==> config.mk <==
export PLATFORM = sky130hd
export DESIGN_NAME = sfem_signal_timer
export DESIGN_NICKNAME = d
export VERILOG_FILES = /design/src/core/sfem_pkg.sv /design/src/core/sfem_signal_timer.sv /design/src/core/sfem_tick_gen.sv
export SDC_FILE = /design/constraint.sdc
export NUM_CORES = 1
export LEC_CHECK = 0
export BUFFER_PORTS_ARGS = -buffer_cell sky130_fd_sc_hd__buf_2
export CAP_MARGIN = 30
export CELL_PAD_IN_SITES_DETAIL_PLACEMENT = 1
export CELL_PAD_IN_SITES_GLOBAL_PLACEMENT = 1
export CORE_UTILIZATION = 41
export CTS_CLUSTER_DIAMETER = 200
export DETAILED_ROUTE_END_ITERATION = 8
export PLACE_DENSITY = 0.65
export SYNTH_ARGS = -nofsm -noshare
export SYNTH_HDL_FRONTEND = slang
export SYNTH_SLANG_ARGS = --single-unit
export TNS_END_PERCENT = 20
==> constraint.sdc <==
create_clock -name i_core_clk -period 4 [get_ports i_core_clk]
set_input_delay 0.2 -clock i_core_clk [delete_from_list [all_inputs] [get_ports i_core_clk]]
set_output_delay 0.2 -clock i_core_clk [all_outputs]
set_load 0.05 [all_outputs]
==> src/core/sfem_pkg.sv <==
/*
 * Shared constants and carrier types for the E&M / single-frequency
 * signaling timer: clock rate, interval lengths, state codes, and the
 * transmit and receive output bundles.
 * Assumes one 50 MHz core clock; all intervals are counted in 1 ms ticks.
 */
`default_nettype none

package sfem_pkg;

    // ------------------------------------------------------------------
    // Clock and tick
    // ------------------------------------------------------------------
    localparam int unsigned CLK_HZ    = 50_000_000;
    localparam int unsigned TICK_MS   = 1;
    localparam int unsigned MS_CYCLES = (CLK_HZ / 1000) * TICK_MS;

    localparam int MS_W = 10;
    typedef logic [MS_W-1:0] sfem_ms_t;
    localparam sfem_ms_t MS_MAX = 10'h3FF;

    // ------------------------------------------------------------------
    // Intervals in ms (nominal values)
    // ------------------------------------------------------------------
    localparam sfem_ms_t M_DELAY_MS     = 10'h012; // 18 ms
    localparam sfem_ms_t MIN_BURST_MS   = 10'h032; // 50 ms
    localparam sfem_ms_t HI_LEVEL_MS    = 10'h190; // 400 ms
    localparam sfem_ms_t CUT_REL_MS     = 10'h07D; // 125 ms
    localparam sfem_ms_t GUARD_HL_MS    = 10'h0E1; // 225 ms
    localparam sfem_ms_t GUARD_LH_MS    = 10'h032; // 50 ms
    localparam sfem_ms_t BSF_INS_MS     = 10'h00D; // 13 ms
    localparam sfem_ms_t BSF_MIN_MS     = 10'h0E1; // 225 ms
    localparam sfem_ms_t BSF_HANG_MS    = 10'h032; // 50 ms
    localparam sfem_ms_t SEIZE_MS       = 10'h032; // 50 ms
    localparam sfem_ms_t RELEASE_MS     = 10'h05A; // 90 ms
    localparam sfem_ms_t PULSE_RECOG_MS = 10'h00A; // 10 ms
    localparam sfem_ms_t BRK_8PPS_MS    = 10'h047; // 71 ms = 57% of 125
    localparam sfem_ms_t BRK_10PPS_MS   = 10'h03A; // 58 ms = 58% of 100
    localparam sfem_ms_t BRK_12PPS_MS   = 10'h031; // 49 ms = 59% of 83.3

    // ------------------------------------------------------------------
    // Reset values and codes
    // ------------------------------------------------------------------
    localparam logic [1:0] PPS_8  = 2'h0;
    localparam logic [1:0] PPS_10 = 2'h1;
    localparam logic [1:0] PPS_12 = 2'h2;

    typedef enum logic [1:0] {
        TX_OFF  = 2'b00,
        TX_ARM  = 2'b01,
        TX_ON   = 2'b10,
        TX_HOLD = 2'b11
    } sfem_tx_e;

    typedef enum logic [1:0] {
        E_OPEN = 2'b00,
        E_GND  = 2'b01,
        E_BRK  = 2'b10,
        E_LONG = 2'b11
    } sfem_e_e;

    typedef struct packed {
        logic tone_on;
        logic tone_high;
        logic path_cut;
    } sfem_tx_s;

    typedef struct packed {
        logic band_stop_insert;
        logic e_lead_ground;
        logic guard_high;
    } sfem_rx_s;

    // Idle at power-up: tone on at low level, path cut, filter in, E open
    localparam sfem_tx_s TX_RST = 3'b101;
    localparam sfem_rx_s RX_RST = 3'b101;

    function automatic sfem_ms_t sat_inc(input sfem_ms_t v);
        sat_inc = (v == MS_MAX) ? v : v + 10'h001;
    endfunction : sat_inc

endpackage : sfem_pkg

`default_nettype wire

==> src/core/sfem_signal_timer.sv <==
/*
 * E&M lead to single-frequency tone signaling timer, both directions.
 * Assumes M-lead sense inputs and detector outputs are already
 * synchronous to i_core_clk; analog tone and guard detection are outside.
 */
// How it works
// Tone is sent while idle, withheld while busy, and sent only in breaks while dialing.
// Each recognised off-hook to on-hook change sends high-level tone for 400 ms.
// In normal mode the trunk signals idle with open or ground and busy with battery.
// In inverted mode battery or open means idle and ground means busy.
// The tone state follows an M-lead change after 18 ms.
// On-hook intervals shorter than the M-lead delay are ignored.
// A recognised break of up to 50 ms is stretched to a 50 ms burst.
// A longer break is sent as a burst of the same length.
// The transmit speech path is cut 18 ms before tone starts.
// The path cut is removed 125 ms after off-hook is detected.
// Guard goes high to low after 225 ms and low to high after 50 ms.
// The band-stop filter goes in 13 ms after tone and stays 225 ms for short tones.
// For long tones the filter stays for tone length plus 50 ms.
// The E lead is grounded 50 ms after tone disappears.
// The E lead is opened 90 ms after tone reappears.
// Repeated pulses get a 57, 58 or 59 percent break at 8, 10 or 12 pps.
// Intervals are measured by counting a fixed 1 ms tick from sync inputs.
`timescale 1ns/1ps
`default_nettype none

module sfem_signal_timer #(
    parameter int unsigned TICK_CYCLES = sfem_pkg::MS_CYCLES
) (
    input  wire logic             i_core_clk,
    input  wire logic             i_arst_n,
    input  wire logic             i_m_batt,
    input  wire logic             i_m_gnd,
    input  wire logic             i_m_lead_invert_select,
    input  wire logic             i_tone_present,
    input  wire logic             i_guard_raw,
    input  wire logic [1:0]       i_pulse_rate_sel,
    output var  sfem_pkg::sfem_tx_s o_tx,
    output var  sfem_pkg::sfem_rx_s o_rx
);
    import sfem_pkg::*;

    // ------------------------------------------------------------------
    // Tick
    // ------------------------------------------------------------------
    logic tick;

    sfem_tick_gen #(.TICK_CYCLES(TICK_CYCLES)) u_tick (
        .i_core_clk (i_core_clk),
        .i_arst_n   (i_arst_n),
        .o_tick     (tick)
    );

    // ------------------------------------------------------------------
    // Transmit: M lead to tone
    // ------------------------------------------------------------------
    sfem_tx_e tx_st_ff;
    sfem_tx_e nxt_tx_st;
    sfem_ms_t del_ff;
    sfem_ms_t burst_ff;
    sfem_ms_t hi_ff;
    sfem_ms_t rel_ff;
    logic     cut_ff;
    logic     m_busy;

    assign m_busy = i_m_lead_invert_select ? i_m_gnd : i_m_batt;

    always_comb
    begin
        nxt_tx_st = tx_st_ff;
        if (tick)
        begin
            unique case (tx_st_ff)
                TX_OFF:
                    if (!m_busy)
                        nxt_tx_st = TX_ARM;
                TX_ARM:
                    if (m_busy)
                        nxt_tx_st = TX_OFF;
                    else if (del_ff >= M_DELAY_MS - 10'h001)
                        nxt_tx_st = TX_ON;
                TX_ON:
                    if (m_busy)
                        nxt_tx_st = TX_HOLD;
                TX_HOLD:
                    if (!m_busy)
                        nxt_tx_st = TX_ON;
                    else if (del_ff >= M_DELAY_MS - 10'h001
                             && burst_ff >= MIN_BURST_MS - 10'h001)
                        nxt_tx_st = TX_OFF;
            endcase
        end
    end

    always_ff @(posedge i_core_clk or negedge i_arst_n)
    begin
        if (!i_arst_n)
            tx_st_ff <= TX_ON;
        else
            tx_st_ff <= nxt_tx_st;
    end

    // Delay counter restarts on every entry to a timed state
    always_ff @(posedge i_core_clk or negedge i_arst_n)
    begin
        if (!i_arst_n)
            del_ff <= '0;
        else if (tick)
            del_ff <= (nxt_tx_st != tx_st_ff) ? '0 : sat_inc(del_ff);
    end

    // Burst length since onset; preset to MS_MAX at reset, so only the power-up tone can drop before 50 ms
    always_ff @(posedge i_core_clk or negedge i_arst_n)
    begin
        if (!i_arst_n)
            burst_ff <= MS_MAX;
        else if (tick && tx_st_ff == TX_ARM && nxt_tx_st == TX_ON)
            burst_ff <= '0;
        else if (tick && (tx_st_ff == TX_ON || tx_st_ff == TX_HOLD))
            burst_ff <= sat_inc(burst_ff);
    end

    // High-level window; power-up idle starts at low level
    always_ff @(posedge i_core_clk or negedge i_arst_n)
    begin
        if (!i_arst_n)
            hi_ff <= MS_MAX;
        else if (tick && tx_st_ff == TX_ARM && nxt_tx_st == TX_ON)
            hi_ff <= '0;
        else if (tick)
            hi_ff <= sat_inc(hi_ff);
    end

    // Path cut: opens with the recognition timer so it leads tone by 18 ms
    always_ff @(posedge i_core_clk or negedge i_arst_n)
    begin
        if (!i_arst_n)
            rel_ff <= '0;
        else if (tick)
            rel_ff <= m_busy ? sat_inc(rel_ff) : '0;
    end

    always_ff @(posedge i_core_clk or negedge i_arst_n)
    begin
        if (!i_arst_n)
            cut_ff <= 1'b1;
        else if (tick && tx_st_ff == TX_OFF && !m_busy)
            cut_ff <= 1'b1;
        else if (tick && m_busy && tx_st_ff == TX_OFF
                 && rel_ff == CUT_REL_MS - 10'h001)
            cut_ff <= 1'b0;
    end

    always_ff @(posedge i_core_clk or negedge i_arst_n)
    begin
        if (!i_arst_n)
            o_tx <= TX_RST;
        else
        begin
            o_tx.tone_on   <= (tx_st_ff == TX_ON) || (tx_st_ff == TX_HOLD);
            o_tx.tone_high <= ((tx_st_ff == TX_ON) || (tx_st_ff == TX_HOLD))
                              && (hi_ff < HI_LEVEL_MS);
            o_tx.path_cut  <= cut_ff;
        end
    end

    // ------------------------------------------------------------------
    // Receive: guard and band-stop timing
    // ------------------------------------------------------------------
    sfem_ms_t gcnt_ff;
    logic     guard_ff;
    logic     tone_prev_ff;
    sfem_ms_t arr_ff;
    sfem_ms_t hang_ff;
    logic     bsf_ff;
    logic     tone_rise;

    assign tone_rise = i_tone_present && !tone_prev_ff;

    always_ff @(posedge i_core_clk or negedge i_arst_n)
    begin
        if (!i_arst_n)
        begin
            gcnt_ff  <= '0;
            guard_ff <= 1'b1;
        end
        else if (tick)
        begin
            if (i_guard_raw == guard_ff)
                gcnt_ff <= '0;
            else if (gcnt_ff >= (guard_ff ? GUARD_HL_MS : GUARD_LH_MS)
                                - 10'h001)
            begin
                guard_ff <= i_guard_raw;
                gcnt_ff  <= '0;
            end
            else
                gcnt_ff <= sat_inc(gcnt_ff);
        end
    end

    always_ff @(posedge i_core_clk or negedge i_arst_n)
    begin
        if (!i_arst_n)
            tone_prev_ff <= 1'b1;
        else if (tick)
            tone_prev_ff <= i_tone_present;
    end

    // Time since tone arrival, kept running while the filter is in
    always_ff @(posedge i_core_clk or negedge i_arst_n)
    begin
        if (!i_arst_n)
            arr_ff <= MS_MAX;
        else if (tick && tone_rise)
            arr_ff <= '0;
        else if (tick && (i_tone_present || bsf_ff))
            arr_ff <= sat_inc(arr_ff);
    end

    always_ff @(posedge i_core_clk or negedge i_arst_n)
    begin
        if (!i_arst_n)
            hang_ff <= '0;
        else if (tick)
            hang_ff <= i_tone_present ? '0 : sat_inc(hang_ff);
    end

    // Short tones hold for 225 ms from arrival, long ones for tone + 50 ms
    always_ff @(posedge i_core_clk or negedge i_arst_n)
    begin
        if (!i_arst_n)
            bsf_ff <= 1'b1;
        else if (tick && !bsf_ff && i_tone_present && !tone_rise
                 && arr_ff >= BSF_INS_MS - 10'h001)
            bsf_ff <= 1'b1;
        else if (tick && bsf_ff && !i_tone_present
                 && hang_ff >= BSF_HANG_MS - 10'h001
                 && arr_ff >= BSF_MIN_MS - 10'h001)
            bsf_ff <= 1'b0;
    end

    // ------------------------------------------------------------------
    // Receive: E lead with pulse correction
    // ------------------------------------------------------------------
    sfem_e_e  e_st_ff;
    sfem_e_e  nxt_e_st;
    sfem_ms_t ecnt_ff;
    sfem_ms_t brk_len;

    always_comb
    begin
        unique case (i_pulse_rate_sel)
            PPS_8:   brk_len = BRK_8PPS_MS;
            PPS_12:  brk_len = BRK_12PPS_MS;
            default: brk_len = BRK_10PPS_MS;
        endcase
    end

    always_comb
    begin
        nxt_e_st = e_st_ff;
        if (tick)
        begin
            unique case (e_st_ff)
                E_OPEN:
                    if (!i_tone_present && ecnt_ff >= SEIZE_MS - 10'h001)
                        nxt_e_st = E_GND;
                E_GND:
                    if (i_tone_present && ecnt_ff >= PULSE_RECOG_MS - 10'h001)
                        nxt_e_st = E_BRK;
                E_BRK:
                    if (ecnt_ff >= brk_len - 10'h001)
                        nxt_e_st = i_tone_present ? E_LONG : E_GND;
                E_LONG:
                    if (!i_tone_present)
                        nxt_e_st = E_GND;
                    else if (arr_ff >= RELEASE_MS - 10'h001)
                        nxt_e_st = E_OPEN;
            endcase
        end
    end

    always_ff @(posedge i_core_clk or negedge i_arst_n)
    begin
        if (!i_arst_n)
            e_st_ff <= E_OPEN;
        else
            e_st_ff <= nxt_e_st;
    end

    // Counts tone absence, tone presence, or break time, per state
    always_ff @(posedge i_core_clk or negedge i_arst_n)
    begin
        if (!i_arst_n)
            ecnt_ff <= '0;
        else if (tick)
        begin
            if (nxt_e_st != e_st_ff)
                ecnt_ff <= '0;
            else if (e_st_ff == E_BRK)
                ecnt_ff <= sat_inc(ecnt_ff);
            else if ((e_st_ff == E_OPEN) != i_tone_present)
                ecnt_ff <= sat_inc(ecnt_ff);
            else
                ecnt_ff <= '0;
        end
    end

    always_ff @(posedge i_core_clk or negedge i_arst_n)
    begin
        if (!i_arst_n)
            o_rx <= RX_RST;
        else
        begin
            o_rx.band_stop_insert <= bsf_ff;
            o_rx.e_lead_ground    <= (e_st_ff == E_GND);
            o_rx.guard_high       <= guard_ff;
        end
    end

    // ------------------------------------------------------------------
    // Checks
    // ------------------------------------------------------------------
    short_break_a : assert property (
        @(posedge i_core_clk) disable iff (!i_arst_n)
        (tick && tx_st_ff == TX_ARM && m_busy) |=> ##1 !o_tx.tone_on)
        else $error("short break produced tone");

    tone_onset_a : assert property (
        @(posedge i_core_clk) disable iff (!i_arst_n)
        (tx_st_ff == TX_ON && $past(tx_st_ff) == TX_ARM)
        |-> $past(del_ff) == M_DELAY_MS - 10'h001 ##1 o_tx.tone_on)
        else $error("tone onset not at M-lead delay");

    burst_min_a : assert property (
        @(posedge i_core_clk) disable iff (!i_arst_n)
        (tx_st_ff == TX_OFF && $past(tx_st_ff) == TX_HOLD)
        |-> $past(burst_ff) >= MIN_BURST_MS - 10'h001)
        else $error("tone burst shorter than minimum");

    burst_end_a : assert property (
        @(posedge i_core_clk) disable iff (!i_arst_n)
        (tx_st_ff == TX_OFF && $past(tx_st_ff) == TX_HOLD)
        |-> $past(del_ff) >= M_DELAY_MS - 10'h001 && $past(m_busy))
        else $error("tone ended before make was recognised");

    high_level_a : assert property (
        @(posedge i_core_clk) disable iff (!i_arst_n)
        o_tx.tone_high |-> o_tx.tone_on && $past(hi_ff) < HI_LEVEL_MS)
        else $error("high level outside its window");

    cut_lead_a : assert property (
        @(posedge i_core_clk) disable iff (!i_arst_n)
        $rose(o_tx.tone_on) |-> o_tx.path_cut && $past(o_tx.path_cut))
        else $error("tone started with speech path closed");

    cut_release_a : assert property (
        @(posedge i_core_clk) disable iff (!i_arst_n)
        $fell(cut_ff) |-> $past(rel_ff) == CUT_REL_MS - 10'h001
                          && $past(m_busy))
        else $error("path cut removed at wrong time");

    guard_time_a : assert property (
        @(posedge i_core_clk) disable iff (!i_arst_n)
        $changed(guard_ff) |-> $past(gcnt_ff) ==
            ($past(guard_ff) ? GUARD_HL_MS : GUARD_LH_MS) - 10'h001)
        else $error("guard moved at wrong time");

    bsf_insert_a : assert property (
        @(posedge i_core_clk) disable iff (!i_arst_n)
        $rose(bsf_ff) |-> $past(arr_ff) >= BSF_INS_MS - 10'h001
                          && $past(i_tone_present))
        else $error("band-stop inserted early");

    bsf_hang_a : assert property (
        @(posedge i_core_clk) disable iff (!i_arst_n)
        $fell(bsf_ff) |-> $past(hang_ff) >= BSF_HANG_MS - 10'h001
                          && $past(arr_ff) >= BSF_MIN_MS - 10'h001)
        else $error("band-stop removed before hangover");

    seize_time_a : assert property (
        @(posedge i_core_clk) disable iff (!i_arst_n)
        (e_st_ff == E_GND && $past(e_st_ff) == E_OPEN)
        |-> $past(ecnt_ff) == SEIZE_MS - 10'h001 ##1 o_rx.e_lead_ground)
        else $error("seizure at wrong delay");

    release_time_a : assert property (
        @(posedge i_core_clk) disable iff (!i_arst_n)
        (e_st_ff == E_OPEN && $past(e_st_ff) == E_LONG)
        |-> $past(arr_ff) == RELEASE_MS - 10'h001)
        else $error("release at wrong delay");

    pulse_break_a : assert property (
        @(posedge i_core_clk) disable iff (!i_arst_n)
        ($past(e_st_ff) == E_BRK && e_st_ff != E_BRK)
        |-> $past(ecnt_ff) == $past(brk_len) - 10'h001)
        else $error("corrected break length wrong");

endmodule : sfem_signal_timer

`default_nettype wire

==> src/core/sfem_tick_gen.sv <==
/*
 * Divider producing a one-cycle enable every TICK_CYCLES core clocks.
 * Assumes a free-running core clock and asynchronous active-low reset.
 */
`timescale 1ns/1ps
`default_nettype none

module sfem_tick_gen #(
    parameter int unsigned TICK_CYCLES = sfem_pkg::MS_CYCLES
) (
    input  wire logic i_core_clk,
    input  wire logic i_arst_n,
    output var  logic o_tick
);
    import sfem_pkg::*;

    localparam int CW = $clog2(TICK_CYCLES + 1);
    localparam logic [CW-1:0] LAST = CW'(TICK_CYCLES - 1);

    logic [CW-1:0] div_ff;

    always_ff @(posedge i_core_clk or negedge i_arst_n)
    begin
        if (!i_arst_n)
        begin
            div_ff <= '0;
            o_tick <= 1'b0;
        end
        else
        begin
            o_tick <= (div_ff == LAST);
            div_ff <= (div_ff == LAST) ? '0 : div_ff + CW'(1);
        end
    end

    tick_period_a : assert property (
        @(posedge i_core_clk) disable iff (!i_arst_n)
        o_tick |=> !o_tick || (TICK_CYCLES == 1))
        else $error("tick pulse longer than one cycle");

endmodule : sfem_tick_gen

`default_nettype wire

==> qor.yml, run 1 <==
status: "complete, but fails checks"
violations: "design-rule violations"
area_growth_pct: 9.62
worstPathRequired_ps: 4270
grt_usage: 0.193
yosysMostFrequentCell: "nor2_1"
synth_ff_type: "dfrtp_1"
totalWireLength_um: 13600
skew_ps: 8.49
syn_inst: 655
sw_frac_of_total: 0.226
period_needed_ps: 2730
rows: 44
yosysTopAreaCellShare: 0.291
place.gp.congestion: 0.746
yosysSeqAreaShare: 0.457
cts_root_buf: "clkbuf_16"
core_mm2: 0.0146
die_h_um: 125
routed-wl-met3_um: 293
fin_setup_tns_ps: 0
synth_edf_count: 0
p_sw_uw: 480
ant_nets: 0
dr.pass1.iters: 6
crit_type: "flip-flop to flip-flop"
leakagePower_uw: 0.00289
clk_pin_slew_ps: 70
cp_max_fo: 7
yosysWarnings: 0
n_antenna_cell: 0
grt_max_degree: 61
wirelength_met1_um: 6620
async_flop_share: 1.00
drive_above_1_share: 0.135
slew_headroom: 0.357
synth_area_leaders: "dfrtp_1 (29%), dfstp_2 (17%), ha_1 (6.7%), nor2_1 (4.9%), xor2_1 (4.1%)"
fin_crit_sh: 0.682
numCtsBuffers: 9
p_comb_frac: 0.035
finalHoldViolations: 0
yosysUniqueCellTypes: 63
synth.net_count: 697
via_per_inst: 5.61
clock_latency_ps: 350
clockBufferDepth: 2
cts_tree: "built"
yosys.area.top_type: "dfrtp_1"
synth_commonest_cells: "nor2_1 (80), dfrtp_1 (72), o21ai_0 (49)"
port_buffers: 14
drt_iter0_drc: 240
vias: 4815
internal-power_uw: 1640
maxCapViolations: 0
dieArea_mm2: 0.0156
start_util: 0.423
power_frac_seq: 0.536
grt_pass1_wl_um: 24600
wl_per_cell_um: 15.9
hp-class: "input pin to flip-flop"
grt_overflow: 0
clkPwrFrac: 0.429
rsz0062_at_grt: "false"
first_global_vias: 5077
antenna_found_initial: 0
setup_viol: 0
worst_setup_path_end_kind: "flip-flop"
die-width_um: 125
powerDensity_mw_per_mm2: 313
cts_max_level: 3
synth-seq-cells: 111
route.met2.wl_um: 6540
worst_pin_slew_ps: 957
final-max-slew-violation-count: 0
critPathArrivalTime_ps: 3000
fmax_mhz: 366
layout.nets: 711
synth_area_mm2: 0.00619
syn-mean-instance-area_um2: 9.45
timing.hold.ws_ps: 111
dpl.hpwl_um: 9620
post-route-util: 0.463
top_layer: "met4"
critPathLaunchType: "flip-flop"
cts_sinks: 111
pin_count: 15
irDropWorstVdd_mv: 0.244
drc: 4
-- sequential cells by signal, summed over array words and instances (netlist names) --
name and flops:
arr_ff 10, bsf_ff 1, burst_ff 10, cut_ff 1, del_ff 10, e_st_ff 2
ecnt_ff 10, gcnt_ff 10, guard_ff 1, hang_ff 10, hi_ff 10, o_rx 3
o_tx 3, rel_ff 10, tone_prev_ff 1, tx_st_ff 2, u_tick.div_ff 16, u_tick.o_tick 1
-- layout by cell type (no fill, tap or decap), types with 6 or more instances in the layout --
cell type / n
xnor2_1: 17
dfstp_2: 39
nor2_1: 80
nand2_1: 47
nand4_1: 19
buf_2: 13
or3_1: 13
a21oi_1: 29
dfrtp_1: 72
nor3_1: 10
nand2b_1: 7
inv_1: 32
ha_1: 33
nand3_1: 41
a31oi_1: 6
o21ai_0: 49
and3_1: 15
nor4_1: 6
xor2_1: 29
clkbuf_16: 9
-- cell families (layout without fill, tap and decap cells) --
kind of cell,count (synthesis),after routing,share of synthesized area
flops,111,111,0.457
simple gates,277,277,0.229
fa+ha+maj,33,33,0.0667
compound gates,132,132,0.140
other cells,1,1,0.000606
xor+xnor,46,46,0.0651
mux,7,7,0.0127
buf+inv,48,67,0.0291
-- cell type report --
type                    count  area, um^2
clock buffers              10         229
inverters                  33         124
well taps                 184         230
flip-flops and latches    111        2830
fillers                  1682        7860
multi-input cells         496        3180
repair buffers             18         125
clock inverters             6        67.6
-- worst max-delay path: stages (launching register included) --
cell,delay (ps)
dfstp_2,580
inv_1,90
ha_1,270
nor4_1,310
a21boi_0,150
o211a_1,210
o21ai_0,290
nand3_1,290
or3_1,380
o21ai_0,80
-- worst paths after layout --
kind / slack, ps / start / to / cells after the start
hold reg to reg: 380 / cut_ff / o_tx[0] / 0
setup reg to reg: 1270 / guard_ff / gcnt_ff[0] / 9
min in group asynchronous: 270 / i_arst_n / ecnt_ff[9] / 2
setup / recovery: 1270 / guard_ff / gcnt_ff[0] / 9
max in group asynchronous: 2610 / i_arst_n / tone_prev_ff / 4
hold / removal: 110 / i_guard_raw / guard_ff / 2
-- power by group through the flow --
| stage | Combinational [uW] | Clock, uW | Sequential [uW] |
|---|---|---|---|
| 2_1_floorplan | 33.4 | 0 | 1160 |
| 3_3_place_gp | 69.2 | 0 | 1160 |
| 3_5_place_dp | 75.9 | 0 | 1160 |
| 4_1_cts | 77.1 | 951 | 1140 |
| 5_1_grt | 85.9 | 988 | 1140 |
| 6_report | 74.1 | 912 | 1140 |
-- repair_timing --
item                                   CTS  global route
resized for setup                        0             0
hold buffers                             1             0
endpoints found under the hold margin   17             0
setup buffers                            0             0
-- layer usage --
metal | vias up | track usage
met2 | 39 | 0.332
met4 | 0 | 0.0531
met5 | - | 0
met3 | 12 | 0.0361
li1 | 2363 | -
met1 | 2401 | 0.247
-- per-stage QoR --
| step | area [um^2] | setup WS [ps] | power, uW | std cells |
|---|---|---|---|---|
| after floorplan | 6190 | 1520 | 1190 | 655 |
| after global placement | 6450 | 1360 | 1230 | 840 |
| after detailed placement | 6480 | 1310 | 1240 | 841 |
| after CTS | 6790 | 1270 | 2170 | 858 |
| after global routing | 6790 | 1030 | 2210 | 858 |
| final | 6790 | 1270 | 2120 | 858 |
Power figures use the tool's default switching activity.
==> inputs of run 2 (changes only) <==
--- a/config.mk
+++ b/config.mk
@@ -12,7 +12,7 @@
 export CORE_UTILIZATION = 41
 export CTS_CLUSTER_DIAMETER = 200
 export DETAILED_ROUTE_END_ITERATION = 8
-export PLACE_DENSITY = 0.65
+export PLACE_DENSITY = 0.68
 export SYNTH_ARGS = -nofsm -noshare
 export SYNTH_HDL_FRONTEND = slang
 export SYNTH_SLANG_ARGS = --single-unit
==> constraint.sdc (replaced) <==
create_clock -name i_core_clk -period 2.5 [get_ports i_core_clk]
set_input_delay 0.125 -clock i_core_clk [delete_from_list [all_inputs] [get_ports i_core_clk]]
set_output_delay 0.125 -clock i_core_clk [all_outputs]
set_load 0.05 [all_outputs]
==> run 2 against run 1 <==
Net effect:
- maximum frequency up 12%
- clock skew up 1.8 ps
- global-route usage up 0.72 points
- the run still ends with design-rule violations left
- critical path depth unchanged
==> qor.yml, run 2 (same netlist as run 1, synthesis figures left out) <==
worstPathRequired_ps: 2790  # -1480 ps
fmax_mhz: 409  # +12%
slew_headroom: 0.514  # +0.157
cts_max_level: 3  # unchanged
dpl.hpwl_um: 10400  # +8.3%
fin_crit_sh: 0.979  # +0.296
sw_frac_of_total: 0.245  # +0.0185
powerDensity_mw_per_mm2: 468  # +50%
maxCapViolations: 0  # unchanged
wl_per_cell_um: 16.3  # +2.6%
die-width_um: 125  # unchanged
fin_total_pwr_uw: 3380  # +59%
rsz0062_at_grt: "true"
critPathLaunchType: "flip-flop"
cts_tree: "built"
grt_pass1_wl_um: 25600  # +4.1%
final_common_cell: "nor2_1"
place.gp.congestion: 0.808  # +8.3%
clock_latency_ps: 360  # about the same
finalHoldViolations: 0  # unchanged
period_needed_ps: 2450  # -283 ps
numCtsBuffers: 9  # unchanged
via_per_inst: 5.59  # -0.41%
timing.hold.ws_ps: 32.8  # -77.8 ps
crit_start: "del_ff[1]"
worst_pin_slew_ps: 722  # -234 ps
cts_sinks: 111  # unchanged
n_antenna_cell: 0  # unchanged
leakagePower_uw: 0.00310  # +7.4%
totalWireLength_um: 14600  # +7.4%
clockBufferDepth: 2  # unchanged
vias: 5019  # +4.2%
route.met2.wl_um: 7490  # +15%
skew_ps: 10.3  # +1.84 ps
start_util: 0.423  # unchanged
p_sw_uw: 828  # +72%
setup_viol: 0  # unchanged
hp-class: "input pin to flip-flop"
drc: 4  # unchanged
min_from: "i_guard_raw"
status: "complete, but fails checks"
clk_pin_slew_ps: 80  # about the same
ant_nets: 0  # unchanged
cp_max_fo: 5  # -2
layout.nets: 751  # +5.6%
die_h_um: 125  # unchanged
area_growth_pct: 16.7
drt_iter0_drc: 228  # -5.0%
rows: 44  # unchanged
antenna_found_initial: 0  # unchanged
dr.pass1.iters: 6  # unchanged
largest_reg_flops: 16  # unchanged
crit_type: "flip-flop to flip-flop"
power_frac_seq: 0.537  # about the same
pin_count: 15  # unchanged
top_layer: "met4"
violations: "design-rule violations"
post-route-util: 0.494  # +0.0301
wirelength_met1_um: 6670  # +0.79%
timing.rr.start: "del_ff[1]"
grt_usage: 0.200  # +0.00721
internal-power_uw: 2560  # +55%
core_mm2: 0.0146  # unchanged
top_register: "u_tick.div_ff"
n_fill_cell: 1690  # +0.48%
routed-wl-met3_um: 347  # +18%
worst_setup_path_end_kind: "flip-flop"
p_comb_frac: 0.041  # +0.006
port_buffers: 14  # unchanged
layout_common_cells: "nor2_1 (78), dfrtp_1 (72), nand2_1 (47)"
place_area_mm2: 0.00674  # +4.0%
grt_max_degree: 43  # -30%
irDropWorstVdd_mv: 0.351  # +44%
first_global_vias: 5283  # +4.1%
final-max-slew-violation-count: 0  # unchanged
final_area_mm2: 0.00723  # +6.5%
grt_overflow: 0  # unchanged
critPathArrivalTime_ps: 2730  # -270 ps
dieArea_mm2: 0.0156  # unchanged
clkPwrFrac: 0.422  # -0.007
cts_root_buf: "clkbuf_16"
drive_above_1_share: 0.224  # +0.0891
## run 2: cell types whose count changed in the layout (fill, tap and decap cells not counted), moves of 5 or more
cell,previous run,this run
buf_4,3,41
a21oi_2,0,5
o21ai_0,49,43
a21oi_1,29,24
## run 2: per-stage QoR
stage	std cells	setup slack, ps	TNS [ps]
after detailed placement	875	-103	-417
final	898	52.9	0
after global placement	875	-18.7	-18.7
after floorplan	655	21.8	0
after global routing	898	-99.2	-439
after CTS	893	-1.99	-1.99
## run 2: layout make-up
class | count | area (um^2) | area share
Clock buffer | 9 | 225 | 0.0312
Tap cell | 184 | 230 | 0.0319
Timing Repair Buffer | 58 | 434 | 0.0601
Sequential cell | 111 | 2830 | 0.391
Inverter | 33 | 124 | 0.0171
Multi-Input combinational cell | 496 | 3320 | 0.460
Clock inverter | 7 | 63.8 | 0.00883
## run 2: worst paths after layout
check                      slack, ps   endpoint  cells after the start
setup reg to reg                  50  del_ff[4]                      9
hold reg to reg                  390    o_tx[0]                      0
setup / recovery                  50  del_ff[4]                      9
min in group asynchronous        300  del_ff[7]                      2
hold / removal                    30   guard_ff                      2
max in group asynchronous       1480  arr_ff[7]                      3
## run 2: metal layers
layer | global-route usage | vias up
met5 | 0 | -
met3 | 0.0408 | 7
met1 | 0.250 | 2535
li1 | - | 2435
met2 | 0.355 | 42
met4 | 0.0452 | 0
## run 2: power groups by stage
stage                     combinational [uW]  clock, uW  sequential, uW
after global routing                     158       1540            1820
after floorplan                         53.4          0            1850
after CTS                                137       1480            1820
after detailed placement                 134          0            1850
after global placement                   128          0            1850
final                                    137       1430            1820
## run 2: worst max-delay path, stage by stage, from the launching register on
cell and delay [ps]:
dfrtp_1 370, inv_1 70, ha_2 160, or4b_1 470, a211o_1 330, a2111oi_4 380
nor3_4 100, buf_4 170, a31o_2 220, a21oi_2 120
## run 2: timing repair
item                                    CTS  global route
endpoints found under the setup margin   10            44
buffers inserted                          1             5
endpoints found under the hold margin    15             0
gates resized for setup                   9            31
hold buffers                              1             0
pin swaps                                 6            11
==> inputs of run 3 (changes only) <==
--- a/config.mk
+++ b/config.mk
@@ -9,10 +9,10 @@
 export CAP_MARGIN = 30
 export CELL_PAD_IN_SITES_DETAIL_PLACEMENT = 1
 export CELL_PAD_IN_SITES_GLOBAL_PLACEMENT = 1
-export CORE_UTILIZATION = 41
+export CORE_UTILIZATION = 45
 export CTS_CLUSTER_DIAMETER = 200
 export DETAILED_ROUTE_END_ITERATION = 8
-export PLACE_DENSITY = 0.68
+export PLACE_DENSITY = 0.74
 export SYNTH_ARGS = -nofsm -noshare
 export SYNTH_HDL_FRONTEND = slang
 export SYNTH_SLANG_ARGS = --single-unit
==> constraint.sdc (replaced) <==
create_clock -name i_core_clk -period 2 [get_ports i_core_clk]
set_input_delay 0.1 -clock i_core_clk [delete_from_list [all_inputs] [get_ports i_core_clk]]
set_output_delay 0.1 -clock i_core_clk [all_outputs]
set_load 0.05 [all_outputs]
==> run 3 against run 2 <==
Net effect:
- the run ends with negative setup slack left
- cell count increased by 6.9%
- utilization increased by 9.6 points
- critical path depth decreased by 1
- clock-buffer cell count increased by 1
- clock skew increased by 2.4 ps
- maximum frequency decreased by 2.4%
- highest routed layer unchanged
==> qor.yml, run 3 (same netlist as run 1, synthesis figures left out) <==
cts_root_buf: "clkbuf_16"
powerDensity_mw_per_mm2: 550  # +17%
grt_usage: 0.246  # +0.0459
ant_nets: 0  # unchanged
post-route-util: 0.589  # +0.0955
worst_r2r_path_depth: 8  # -1
slew_headroom: 0.616  # +0.102
area_growth_pct: 27.0
r2r-end: "del_ff[4]"
worstPathRequired_ps: 2290  # -500 ps
via_per_inst: 5.62  # +0.62%
rows: 42  # -4.5%
grt_max_degree: 49  # +14%
largest_reg_flops: 16  # unchanged
worst_setup_path_end_kind: "flip-flop"
die-width_um: 119  # -4.5%
antenna_found_initial: 0  # unchanged
first_global_vias: 5917  # +12%
critPathArrivalTime_ps: 2800  # +70 ps
vias: 5399  # +7.6%
min_to: "guard_ff"
timing.rr.start: "del_ff[0]"
clk_pin_slew_ps: 80  # about the same
drt_iter0_drc: 216  # -5.3%
drive_above_1_share: 0.323  # +0.0986
wl_per_cell_um: 17.3  # +6.1%
violations: "negative setup slack"
critPathLaunchType: "flip-flop"
gr-usage-met1: 0.284  # +0.0339
cts_max_level: 3  # unchanged
worst_pin_slew_ps: 570  # -152 ps
hp-class: "input pin to flip-flop"
grt_overflow: 0  # unchanged
pin_count: 15  # unchanged
fin_crit_sh: 1.25  # +0.274
grt_pass1_wl_um: 28100  # +9.5%
layout.nets: 821  # +9.3%
die_h_um: 119  # -4.5%
grt_busiest_layer: "met2"
clock_latency_ps: 360  # about the same
cts_tree: "built"
cts_sinks: 111  # unchanged
r2r_setup_slack_ps: -510  # -560 ps
rsz0062_at_grt: "true"
timing.final.ws_setup_ps: -506  # -559 ps
cp_max_fo: 5  # unchanged
maxCapViolations: 0  # unchanged
start_util: 0.464  # +0.0411
final-max-slew-violation-count: 0  # unchanged
fmax_mhz: 399  # -2.4%
numCtsBuffers: 9  # unchanged
layout_common_cells: "buf_4 (110), nor2_1 (74), dfrtp_1 (71)"
preCtsSetupSlack_ps: -615  # -512 ps
totalWireLength_um: 16600  # +13%
place.gp.congestion: 0.845  # +4.5%
drc: 0  # -4
top_register: "u_tick.div_ff"
skew_ps: 12.7  # +2.39 ps
min_path_cells: 2  # unchanged
final_common_cell: "buf_4"
use_met3: 0.0479  # +0.00709
dieArea_mm2: 0.0142  # -8.8%
timing.hold.ws_ps: 25.9  # -6.96 ps
dpl.hpwl_um: 12000  # +15%
port_buffers: 14  # unchanged
period_needed_ps: 2510  # +58.9 ps
irDropWorstVdd_mv: 0.491  # +40%
crit_type: "flip-flop to flip-flop"
finalHoldViolations: 0  # unchanged
dr.pass1.iters: 4  # -2
status: "complete, but fails checks"
min_from: "i_guard_raw"
leakagePower_uw: 0.00346  # +11%
clockBufferDepth: 2  # unchanged
setup_viol: 51  # +51
n_antenna_cell: 0  # unchanged
core_mm2: 0.0133  # -8.9%
gr-usage-met2: 0.458  # +0.103
run 3: changes by cell type in the layout (fill, tap and decap cells not counted), sizes merged:
cell      delta
clkinv       -3
clkbuf       +1
clkinvlp     +2
bufinv       +1
buf         +70
inv          -1
run 3: metal layers:
layer,vias up,routed length (um)
met5,-,0
met4,0,354
met3,30,386
met2,66,8800
met1,2718,7050
li1,2585,-
run 3: worst max path at each step:
| stage | from | to | slack (ps) | depth (start not counted) |
|---|---|---|---|---|
| finish | del_ff[0] | del_ff[4] | -510 | 8 |
| global route | del_ff[0] | del_ff[9] | -640 | 8 |
| CTS | del_ff[0] | del_ff[9] | -610 | 8 |
| detailed placement | del_ff[0] | del_ff[9] | -620 | 8 |
| global placement | del_ff[0] | del_ff[7] | -480 | 8 |
| floorplan | del_ff[0] | del_ff[9] | -430 | 8 |
run 3: timing repair:
item	CTS	global route
endpoints found under the hold margin	24	0
endpoints found under the setup margin	57	64
gates resized for setup	52	16
pin swaps	19	13
buffers inserted	8	4
hold buffers	1	0
run 3: where the power goes:
group / internal (uW) / switching [uW] / leakage [uW]
sequential: 2260 / 8.33 / 0.00131
combinational: 73.7 / 123 / 0.00201
clock: 991 / 868 / 0.000142
run 3: stage by stage:
step / setup TNS [ps] / cell area (um^2) / instances / total power [uW]
final: -15380 / 7860 / 960 / 4320
after global routing: -21860 / 7860 / 960 / 4480
after CTS: -16780 / 7790 / 956 / 4380
after detailed placement: -17090 / 7250 / 932 / 2500
after global placement: -13220 / 7250 / 932 / 2480
after floorplan: -7200 / 6210 / 655 / 2380
run 3: layout make-up:
cell class | count | area, um^2
fill | 1523 | 5490
tap | 176 | 220
inverter | 33 | 124
clock buffer | 10 | 229
multi-input combinational | 496 | 3420
timing repair buffer | 128 | 972
clock inverter | 6 | 73.8
sequential | 111 | 2830
run 3: critical path, stage by stage, from the launching register on:
cell       delay [ps]
dfrtp_1           430
ha_2              180
or4b_1            490
a211o_1           310
a2111oi_4         410
nor3_4            110
buf_4             180
a31o_2            210
a21oi_1           120
